$ cat config.mk
export PLATFORM = sky130hd
export DESIGN_NAME = srw_top
export DESIGN_NICKNAME = d
export VERILOG_FILES = /design/src/core/srw_pkg.sv /design/src/core/srw_sync.sv /design/src/core/srw_top.sv
export VERILOG_INCLUDE_DIRS = /design/src /design/src/core
export SDC_FILE = /design/constraint.sdc
export NUM_CORES = 1
export LEC_CHECK = 0
export BUFFER_PORTS_ARGS = -buffer_cell sky130_fd_sc_hd__buf_2
export CORE_UTILIZATION = 40
export CTS_CLUSTER_DIAMETER = 60
export DETAILED_ROUTE_END_ITERATION = 10
export GPL_TIMING_DRIVEN = 0
export PLACE_DENSITY_LB_ADDON = 0.1
export SLEW_MARGIN = 20
export SYNTH_ARGS = -nofsm -noshare
export SYNTH_HDL_FRONTEND = slang
export SYNTH_SLANG_ARGS = --single-unit
$ cat constraint.sdc
create_clock -name sys_clk -period 2.05 [get_ports sys_clk]
set_clock_uncertainty 0.1 [all_clocks]
set_input_delay 0 -clock sys_clk [delete_from_list [all_inputs] [get_ports sys_clk]]
set_output_delay 0 -clock sys_clk [all_outputs]
set_load 0.005 [all_outputs]
$ cat src/core/srw_defines.svh
// Timing and reset constants for the supervisor reset watchdog
`ifndef SRW_DEFINES_SVH
`define SRW_DEFINES_SVH
`define SRW_CLK_PERIOD_NS 100
`define SRW_NS_PER_MS 1000000
`define SRW_STRETCH_MS 200
`define SRW_WD_TIMEOUT_MS 1600
`define SRW_STRETCH_CYC ((`SRW_STRETCH_MS * `SRW_NS_PER_MS) / `SRW_CLK_PERIOD_NS)
`define SRW_WD_CYC ((`SRW_WD_TIMEOUT_MS * `SRW_NS_PER_MS) / `SRW_CLK_PERIOD_NS)
`define SRW_STRETCH_W 21
`define SRW_WD_W 24
`define SRW_IN_W 5
`define SRW_IN_RST 5'h01
`endif

$ cat src/core/srw_pkg.sv
// Types shared by the supervisor reset watchdog
`include "srw_defines.svh"
package srw_pkg;
  typedef struct packed {
    logic sense_below;
    logic kick_float;
    logic kick;
    logic manual_reset_n;
    logic supply_low;
  } srw_in_s;

  typedef enum logic [1:0] {
    SRW_HOLD,
    SRW_STRETCH,
    SRW_RUN
  } srw_rst_e;

  typedef struct packed {
    srw_rst_e rst_st;
    logic [`SRW_STRETCH_W-1:0] stretch_cnt;
    logic [`SRW_WD_W-1:0] wd_cnt;
    logic wd_expired;
    logic kick_prev;
    logic reset_n;
    logic reset;
    logic expired_n;
    logic fail_n;
  } srw_state_s;
endpackage

$ cat src/core/srw_sync.sv
// Three-stage input synchroniser with agreement filter
`timescale 1ns/100ps
`include "srw_defines.svh"
module srw_sync #(
  parameter int W = `SRW_IN_W,
  parameter logic [W-1:0] RST_VAL = `SRW_IN_RST
) (
  input wire logic sys_clk,
  input wire logic rst,
  input wire logic [W-1:0] async_in,
  output logic [W-1:0] sync_out
);
  typedef struct packed {
    logic [W-1:0] s1;
    logic [W-1:0] s2;
    logic [W-1:0] s3;
    logic [W-1:0] out;
  } srw_sync_s;

  srw_sync_s st_q;
  srw_sync_s st_d;

  always_comb
  begin
    st_d = st_q;
    st_d.s1 = async_in; // RL16
    st_d.s2 = st_q.s1;
    st_d.s3 = st_q.s2;
    for (int i = 0; i < W; i++)
    begin
      if (st_q.s2[i] == st_q.s3[i])
      begin
        st_d.out[i] = st_q.s3[i]; // RL16
      end
    end
  end

  always_ff @(posedge sys_clk or posedge rst)
  begin
    if (rst)
    begin
      st_q <= {4{RST_VAL}};
    end
    else
    begin
      st_q <= st_d;
    end
  end

  assign sync_out = st_q.out;
endmodule

$ cat src/core/srw_top.sv
// Supervisor: stretched reset, manual reset, watchdog and power-fail flag
`timescale 1ns/100ps
`include "srw_defines.svh"
// What this block does
// RL1: Reset output stays low while the supply-low indication is true.
// RL2: After supply-low clears, reset stays low a further 200 ms.
// RL3: Active-high reset output is always the inverse of the active-low one.
// RL4: Manual reset input low asserts the reset outputs too.
// RL5: Manual reset is debounced by the 200 ms stretch period.
// RL6: After manual reset returns high, reset stays low 200 ms more.
// RL7: No kick transition within 1.6 s drives watchdog expiry output low.
// RL8: Every rising and falling kick edge clears the watchdog timer.
// RL9: Watchdog timer held cleared during reset; timing starts after release.
// RL10: Expiry output stays low until a kick transition, a floating kick or a reset clears the timer.
// RL11: Supply-low forces watchdog expiry output low.
// RL12: Floating kick disables the watchdog; expiry then follows supply-low only.
// RL13: A watchdog timeout never asserts reset by itself.
// RL14: Power-fail output low while sensed level is below the reference.
// RL15: Processor must toggle the kick line at least every 1.6 s.
// RL16: Analog results arrive synchronised; periods are parameterised cycle counts.
module srw_top #(
  parameter int STRETCH_CYC = `SRW_STRETCH_CYC,
  parameter int WD_CYC = `SRW_WD_CYC
) (
  input wire logic sys_clk,
  input wire logic rst,
  input wire logic supply_low_in,
  input wire logic manual_reset_n,
  input wire logic watchdog_kick_in,
  input wire logic kick_float_in,
  input wire logic supply_sense_below_in,
  output logic reset_n,
  output logic reset,
  output logic watchdog_expired_n,
  output logic supply_fail_n
);
  localparam logic [`SRW_STRETCH_W-1:0] STRETCH_LAST = `SRW_STRETCH_W'(STRETCH_CYC - 1);
  localparam logic [`SRW_WD_W-1:0] WD_LAST = `SRW_WD_W'(WD_CYC - 1);

  srw_pkg::srw_in_s raw_in;
  srw_pkg::srw_in_s in_s;
  srw_pkg::srw_state_s st_q;
  srw_pkg::srw_state_s st_d;
  logic hold_req;
  logic kick_edge;
  logic wd_clear;
  logic reset_now;

  assign raw_in.sense_below = supply_sense_below_in;
  assign raw_in.kick_float = kick_float_in;
  assign raw_in.kick = watchdog_kick_in;
  assign raw_in.manual_reset_n = manual_reset_n;
  assign raw_in.supply_low = supply_low_in;

  srw_sync #(
    .W(`SRW_IN_W),
    .RST_VAL(`SRW_IN_RST)
  ) u_sync (
    .sys_clk(sys_clk),
    .rst(rst),
    .async_in(raw_in),
    .sync_out(in_s)
  );

  // Either source holds reset; release waits for the full stretch
  assign hold_req = in_s.supply_low | ~in_s.manual_reset_n; // RL1 RL4
  assign kick_edge = in_s.kick ^ st_q.kick_prev;

  always_comb
  begin
    st_d = st_q;
    st_d.kick_prev = in_s.kick;
    reset_now = 1'b1;
    unique case (st_q.rst_st)
      srw_pkg::SRW_HOLD:
      begin
        st_d.stretch_cnt = '0;
        if (!hold_req)
        begin
          st_d.rst_st = srw_pkg::SRW_STRETCH;
        end
      end
      srw_pkg::SRW_STRETCH:
      begin
        // Any bounce back low restarts the whole stretch
        if (hold_req)
        begin
          st_d.rst_st = srw_pkg::SRW_HOLD; // RL5
          st_d.stretch_cnt = '0;
        end
        else if (st_q.stretch_cnt == STRETCH_LAST)
        begin
          st_d.rst_st = srw_pkg::SRW_RUN; // RL2 RL6
          reset_now = 1'b0;
        end
        else
        begin
          st_d.stretch_cnt = st_q.stretch_cnt + 1'b1;
        end
      end
      srw_pkg::SRW_RUN:
      begin
        // Watchdog state plays no part in leaving this state
        if (hold_req)
        begin
          st_d.rst_st = srw_pkg::SRW_HOLD; // RL13
          st_d.stretch_cnt = '0;
        end
        else
        begin
          reset_now = 1'b0;
        end
      end
    endcase
    st_d.reset_n = ~reset_now;
    st_d.reset = reset_now; // RL3
    wd_clear = ~st_q.reset_n | in_s.kick_float | kick_edge; // RL8 RL9 RL12
    if (wd_clear)
    begin
      st_d.wd_cnt = '0;
      st_d.wd_expired = 1'b0;
    end
    else if (st_q.wd_cnt == WD_LAST)
    begin
      st_d.wd_expired = 1'b1; // RL7 RL10
    end
    else
    begin
      st_d.wd_cnt = st_q.wd_cnt + 1'b1;
    end
    st_d.expired_n = ~(st_d.wd_expired | in_s.supply_low); // RL11
    st_d.fail_n = ~in_s.sense_below; // RL14
  end

  always_ff @(posedge sys_clk or posedge rst)
  begin
    if (rst)
    begin
      st_q.rst_st <= srw_pkg::SRW_HOLD;
      st_q.stretch_cnt <= '0;
      st_q.wd_cnt <= '0;
      st_q.wd_expired <= 1'b0;
      st_q.kick_prev <= 1'b0;
      st_q.reset_n <= 1'b0;
      st_q.reset <= 1'b1;
      st_q.expired_n <= 1'b0;
      st_q.fail_n <= 1'b1;
    end
    else
    begin
      st_q <= st_d;
    end
  end

  assign reset_n = st_q.reset_n;
  assign reset = st_q.reset;
  assign watchdog_expired_n = st_q.expired_n;
  assign supply_fail_n = st_q.fail_n;
endmodule

==> After elaboration in Yosys (flattened, before gate mapping) <==
Index checks and enable logic that the tools add are counted.
{ "word_totals": {"ff_bits": 73, "out_inout_bits": 4, "in_bits": 7, "wordCells": 59} }
{ "classes": {"eq_ne": 14, "bitwise": 10, "addsub": 2, "reduce_logical": 3, "muxes": 13} }
{ "ops": {"columns": ["operator", "count"], "rows": [
  ["case mux 23 bit (3 select lines)", 1],
  ["2-to-1 mux 23 bit", 2],
  ["2-to-1 mux 25 bit", 1],
  ["adder 24 x 1 -> 24 bit (second input constant)", 1],
  ["== test 24 bit (second input constant)", 1],
  ["2-to-1 mux 24 bit", 1],
  ["adder 21 x 1 -> 21 bit (second input constant)", 1],
  ["== test 21 bit (second input constant)", 1],
  ["2-to-1 mux 21 bit", 1],
  ["inequality test 2 bit (second input constant)", 3],
  ["inequality test 3 bit (second input constant)", 2],
  ["== test 1 bit", 5],
  ["NOT 1 bit", 5],
  ["2-to-1 mux 1 bit", 4],
  ["2-to-1 mux 2 bit", 2],
  ["OR 1 bit", 4],
  ["AND reduction 3 bit", 1],
  ["== test 2 x 1 -> 1 bit (second input constant)", 1],
  ["== test 2 bit (second input constant)", 1],
  ["logical NOT 2 bit", 1],
  ["case mux 1 bit (2 select lines)", 1],
  ["AND reduction 2 bit", 1],
  ["bitwise XOR 1 bit", 1]
]} }

==> Logic depth before layout (Yosys ltp) <==
{ "logic_depth": {"word_depth": 6, "depth_mapped": 7, "ltp_nobuf": 6} }

==> Hierarchy <==
From an unflattened synthesis, not the netlist that was laid out.
{ "unflattened": {"cells_unflattened": 345, "hier_area_um2": 3478.3} }
{ "by_module_without_submodules": {"columns": ["mod", "n_inst", "seq_area_each_um2", "cells_per_inst", "area_per_inst_um2"], "rows": [
  ["srw_top", 1, 1328.8, 314, 2875.3],
  ["srw_sync", 1, 505.5, 31, 603.1]
]} }

==> Worst setup path before layout <==
No wires, ideal clock.
{ "synth_path": {"kind": "flip-flop to flip-flop", "start": "reg st_q[6] in the netlist's numbering", "end": "reg st_q[16] in the netlist's numbering", "required_ns": 1.884, "path_stages_with_launch": 8, "path_buffers": 1, "path_slack_ns": 0.280, "arrival_time_ns": 1.604, "setup_ns": 0.066, "period_less_slack_ns": 1.770, "cell_sequence": "dfrtp_1 > ha_1 > and4_1 > buf_4 > nand2_4 > o21bai_1 > or4_1 > nand2_1"} }
{ "synth_between": {"elab_chain_cells": 3, "word_cells_on_any_way": 5, "cone_classes": "add/sub: 1; eq/ne: 2; mux: 2"} }
{ "synth_lines": {"columns": ["item", "line", "source"], "rows": [
  ["start, declared", "srw_top.sv:42", "srw_pkg::srw_state_s st_q;"],
  ["start signal, assigned", "srw_top.sv:151", "st_q <= st_d;"],
  ["adder 24 x 1 -> 24 bit", "srw_top.sv:129", "st_d.wd_cnt = st_q.wd_cnt + 1'b1;"],
  ["2-to-1 mux 24 bit", "srw_top.sv:123", "else if (st_q.wd_cnt == WD_LAST)"],
  ["2-to-1 mux 25 bit", "srw_top.sv:118", "if (wd_clear)"]
]} }
Several ways; a longest one is shown, not always the timed one. The select of a mux whose other input is x is not followed.
A chain may end at the register's enable or synchronous reset.

==> Worst setup path in the final report <==
{ "layout_path": {"start": "reg st_q[6] in the netlist's numbering", "end": "reg st_q[10] in the netlist's numbering"} }
The elaborated chain is that of the path after synthesis.

==> out/metrics.csv <==
metric;value;unit
status;complete, no violations;
dp_hpwl;4600;µm
p_per_area;745;nW/µm²
start_util;41.8;%
cts_buffers;9;
arrival;2.15;ns
ys_ff_latch;73;
clock_path_buffers;2;
drtPass1Iterations;4;
via_per_inst;5.42;
p_total;3000;µW
leakage;0.00169;µW
cp-start-kind;flip-flop;
synth.avg_cell_area;10.7;µm²
diodes;0;
finalWorstSetupSlack;0.0860;ns
routed.top_layer;met4;
ant_nets;0;
period_minus_slack;1.96;ns
crit_buf_inv;2;
crit_chain;ha_2, and4_1, buf_4, nand2_4, nor3_4, buf_12, or3_1, a21oi_2;
timing.final.crit_share;95.8;%
fillers;765;
die_w;95.1;µm
ys_types;62;
wirelength;7010;µm
antenna_found_initial;0;
setup_tns;0;ns
wl_met1;3300;µm
cts_tree;yes;
drtIter0Drc;91;
synthToLayoutAreaGrowth;16.3;%
grt_pass1_vias;2477;
yosys_warnings;0;
drcViolationCount;0;
yosysSeqAreaShare;52.9;%
grt_pass1_wl;12100;µm
dp.cells;441;
worst_hold_path_type;in -> async;
grt-ovfl-total;0;
die-height;95.1;µm
synth_nets;337;
wl_met3;185;µm
htree_levels;3;
avgRoutedWirePerCell;14.9;µm
maxSlewHeadroom;67.4;%
end_kind;flip-flop;
fin_cells;469;
cap_violations;0;
globalRouteTotalUtil;17.7;%
coreArea;8300;µm²
syn_area;3470;µm²
port_buffers;10;
fmax;0.509;GHz
cp_max_fo;8;
critPathKind;reg -> reg;
ios;11;
drv_slew;0;
pre_cts_ws;-0.107;ns
layout-drive-gt1-share;20.6;%
vias;2543;
worst_slew_pin_slew;0.489;ns
crit_family;simple AND/OR/NAND/NOR gates;
async_flop_share;100;%
ir_drop;432;µV
synth_flop_cell;dfrtp_1;
cts.sinks;73;
critical-path-slowest-cell;dfrtp_1;
utilization;48.6;%
rows;33;
synthCells;325;
slowest_delay;0.41;ns
cts-root-buf;clkbuf_8;
synth-edff-count;0;
setup_violations;0;
grt_setup_unrepaired;no;
gp_congestion;0.724;
clock_latency;0.35;ns
grt_start_max_net_pins;40;
finalHoldViolCount;0;
cts.reportedPaths.clkPinSlew;0.09;ns
wl_met2;3430;µm
dieArea;9040;µm²
fin_nets;371;
required;2.23;ns
==> power breakdown <==
part / total, µW / switching, µW / internal, µW
Sequential: 1560 / 41.4 / 1520
Combinational: 376 / 230 / 146
Clock: 1070 / 603 / 462
==> layout by cell type (no fill, tap or decap), types with 3 or more instances in the layout <==
cell type      count
clkinv_4           3
a21oi_1            7
clkbuf_8           9
o31ai_1           14
a31oi_1            4
maj3_1             5
and4_1             6
dfrtp_1           67
a41oi_1            3
nand4_1           14
and3_1             5
nand3_1           18
nor2_1            32
o21ai_1           21
buf_4              6
nor4b_2            3
nand2b_1           3
o21a_1             3
nand2_1           22
o211ai_1           3
dfstp_2            6
buf_2             11
inv_1              5
xor2_1            15
xnor2_1            3
and2_1             7
ha_2               3
dlygate4sd3_1      6
nor2_2             3
==> sequential cells by signal, summed over array words and instances, names as in the netlist <==
register	count
supply_fail_n	1
st_q	49
u_sync.st_q	5
u_sync.st_d	10
reset_n	1
u_sync.sync_out	5
reset	1
watchdog_expired_n	1
==> synth_stat cells (all sizes together), types with 6 or more instances <==
| cell | instances | area [µm²] |
|---|---|---|
| a21oi | 9 | 48.8 |
| and2 | 9 | 57.6 |
| and3 | 7 | 45.1 |
| and4 | 6 | 52.6 |
| dfrtp | 67 | 1680 |
| dfstp | 6 | 158 |
| inv | 6 | 22.5 |
| nand2 | 24 | 100 |
| nand3 | 19 | 95.1 |
| nand4 | 15 | 100 |
| nor2 | 36 | 140 |
| o21ai | 23 | 115 |
| o31ai | 16 | 139 |
| xor2 | 15 | 131 |
==> worst paths after layout <==
| path | slack (ns) | to | from | cells after the start |
|---|---|---|---|---|
| worst max-delay path | 0.09 | st_q[10]$_DFFE_PP0P_ | st_q[6]$_DFFE_PP0P_ | 8 |
| min in group sys_clk | 0.19 | u_sync.st_d[11]$_DFF_PP0_ | manual_reset_n | 2 |
| max in group asynchronous | 1.12 | reset$_DFF_PP1_ | rst | 4 |
| worst min-delay path | 0.11 | st_q[33]$_DFFE_PP0P_ | rst | 3 |
| worst max register to register | 0.09 | st_q[10]$_DFFE_PP0P_ | st_q[6]$_DFFE_PP0P_ | 8 |
| worst min register to register | 0.25 | u_sync.st_d[7]$_DFF_PP0_ | u_sync.st_d[12]$_DFF_PP0_ | 0 |
==> routing by layer <==
layer	vias up	global-route usage, %
met2	32	28.9
met5	-	0
met1	1243	22.6
met4	0	5.93
met3	12	4.86
li1	1256	-
==> worst min-delay path, stage by stage <==
cell and delay [ns]:
dlygate4sd3_1 0.53, buf_2 0.13, inv_4 0.34
==> cell type report <==
class,count,area (µm²),area share (%)
flip-flops and latches,73,1830,45.5
multi-input cells,238,1620,40.1
repair buffers,23,188,4.66
well taps,105,131,3.26
clock buffers,9,124,3.07
clock inverters,7,62.6,1.55
plain buffers,8,51.3,1.27
inverters,6,25.0,0.621
==> logic make-up after synthesis <==
logic type,after synthesis,synth area share [%]
compound gates,68,13.2
xor+xnor,18,4.55
fa+ha+maj,10,3.25
buf+inv,14,2.09
flops,73,52.9
mux,3,0.903
simple gates,139,23.1
==> what timing repair did <==
item	4_1_cts	5_1_grt
buffers inserted	2	4
pin swaps	1	1
endpoints found under the setup margin	10	24
resized for setup	2	15
endpoints found under the hold margin	72	0
hold buffers	6	0
==> through the flow <==
step                      hold slack, ns  instance area [µm²]
after floorplan                  -0.0955                 3470
after global placement           0.00665                 3650
final                              0.107                 4030
after CTS                          0.108                 3950
after global routing               0.137                 4030
after detailed placement         -0.0438                 3670
Power figures use the tool's default switching activity.
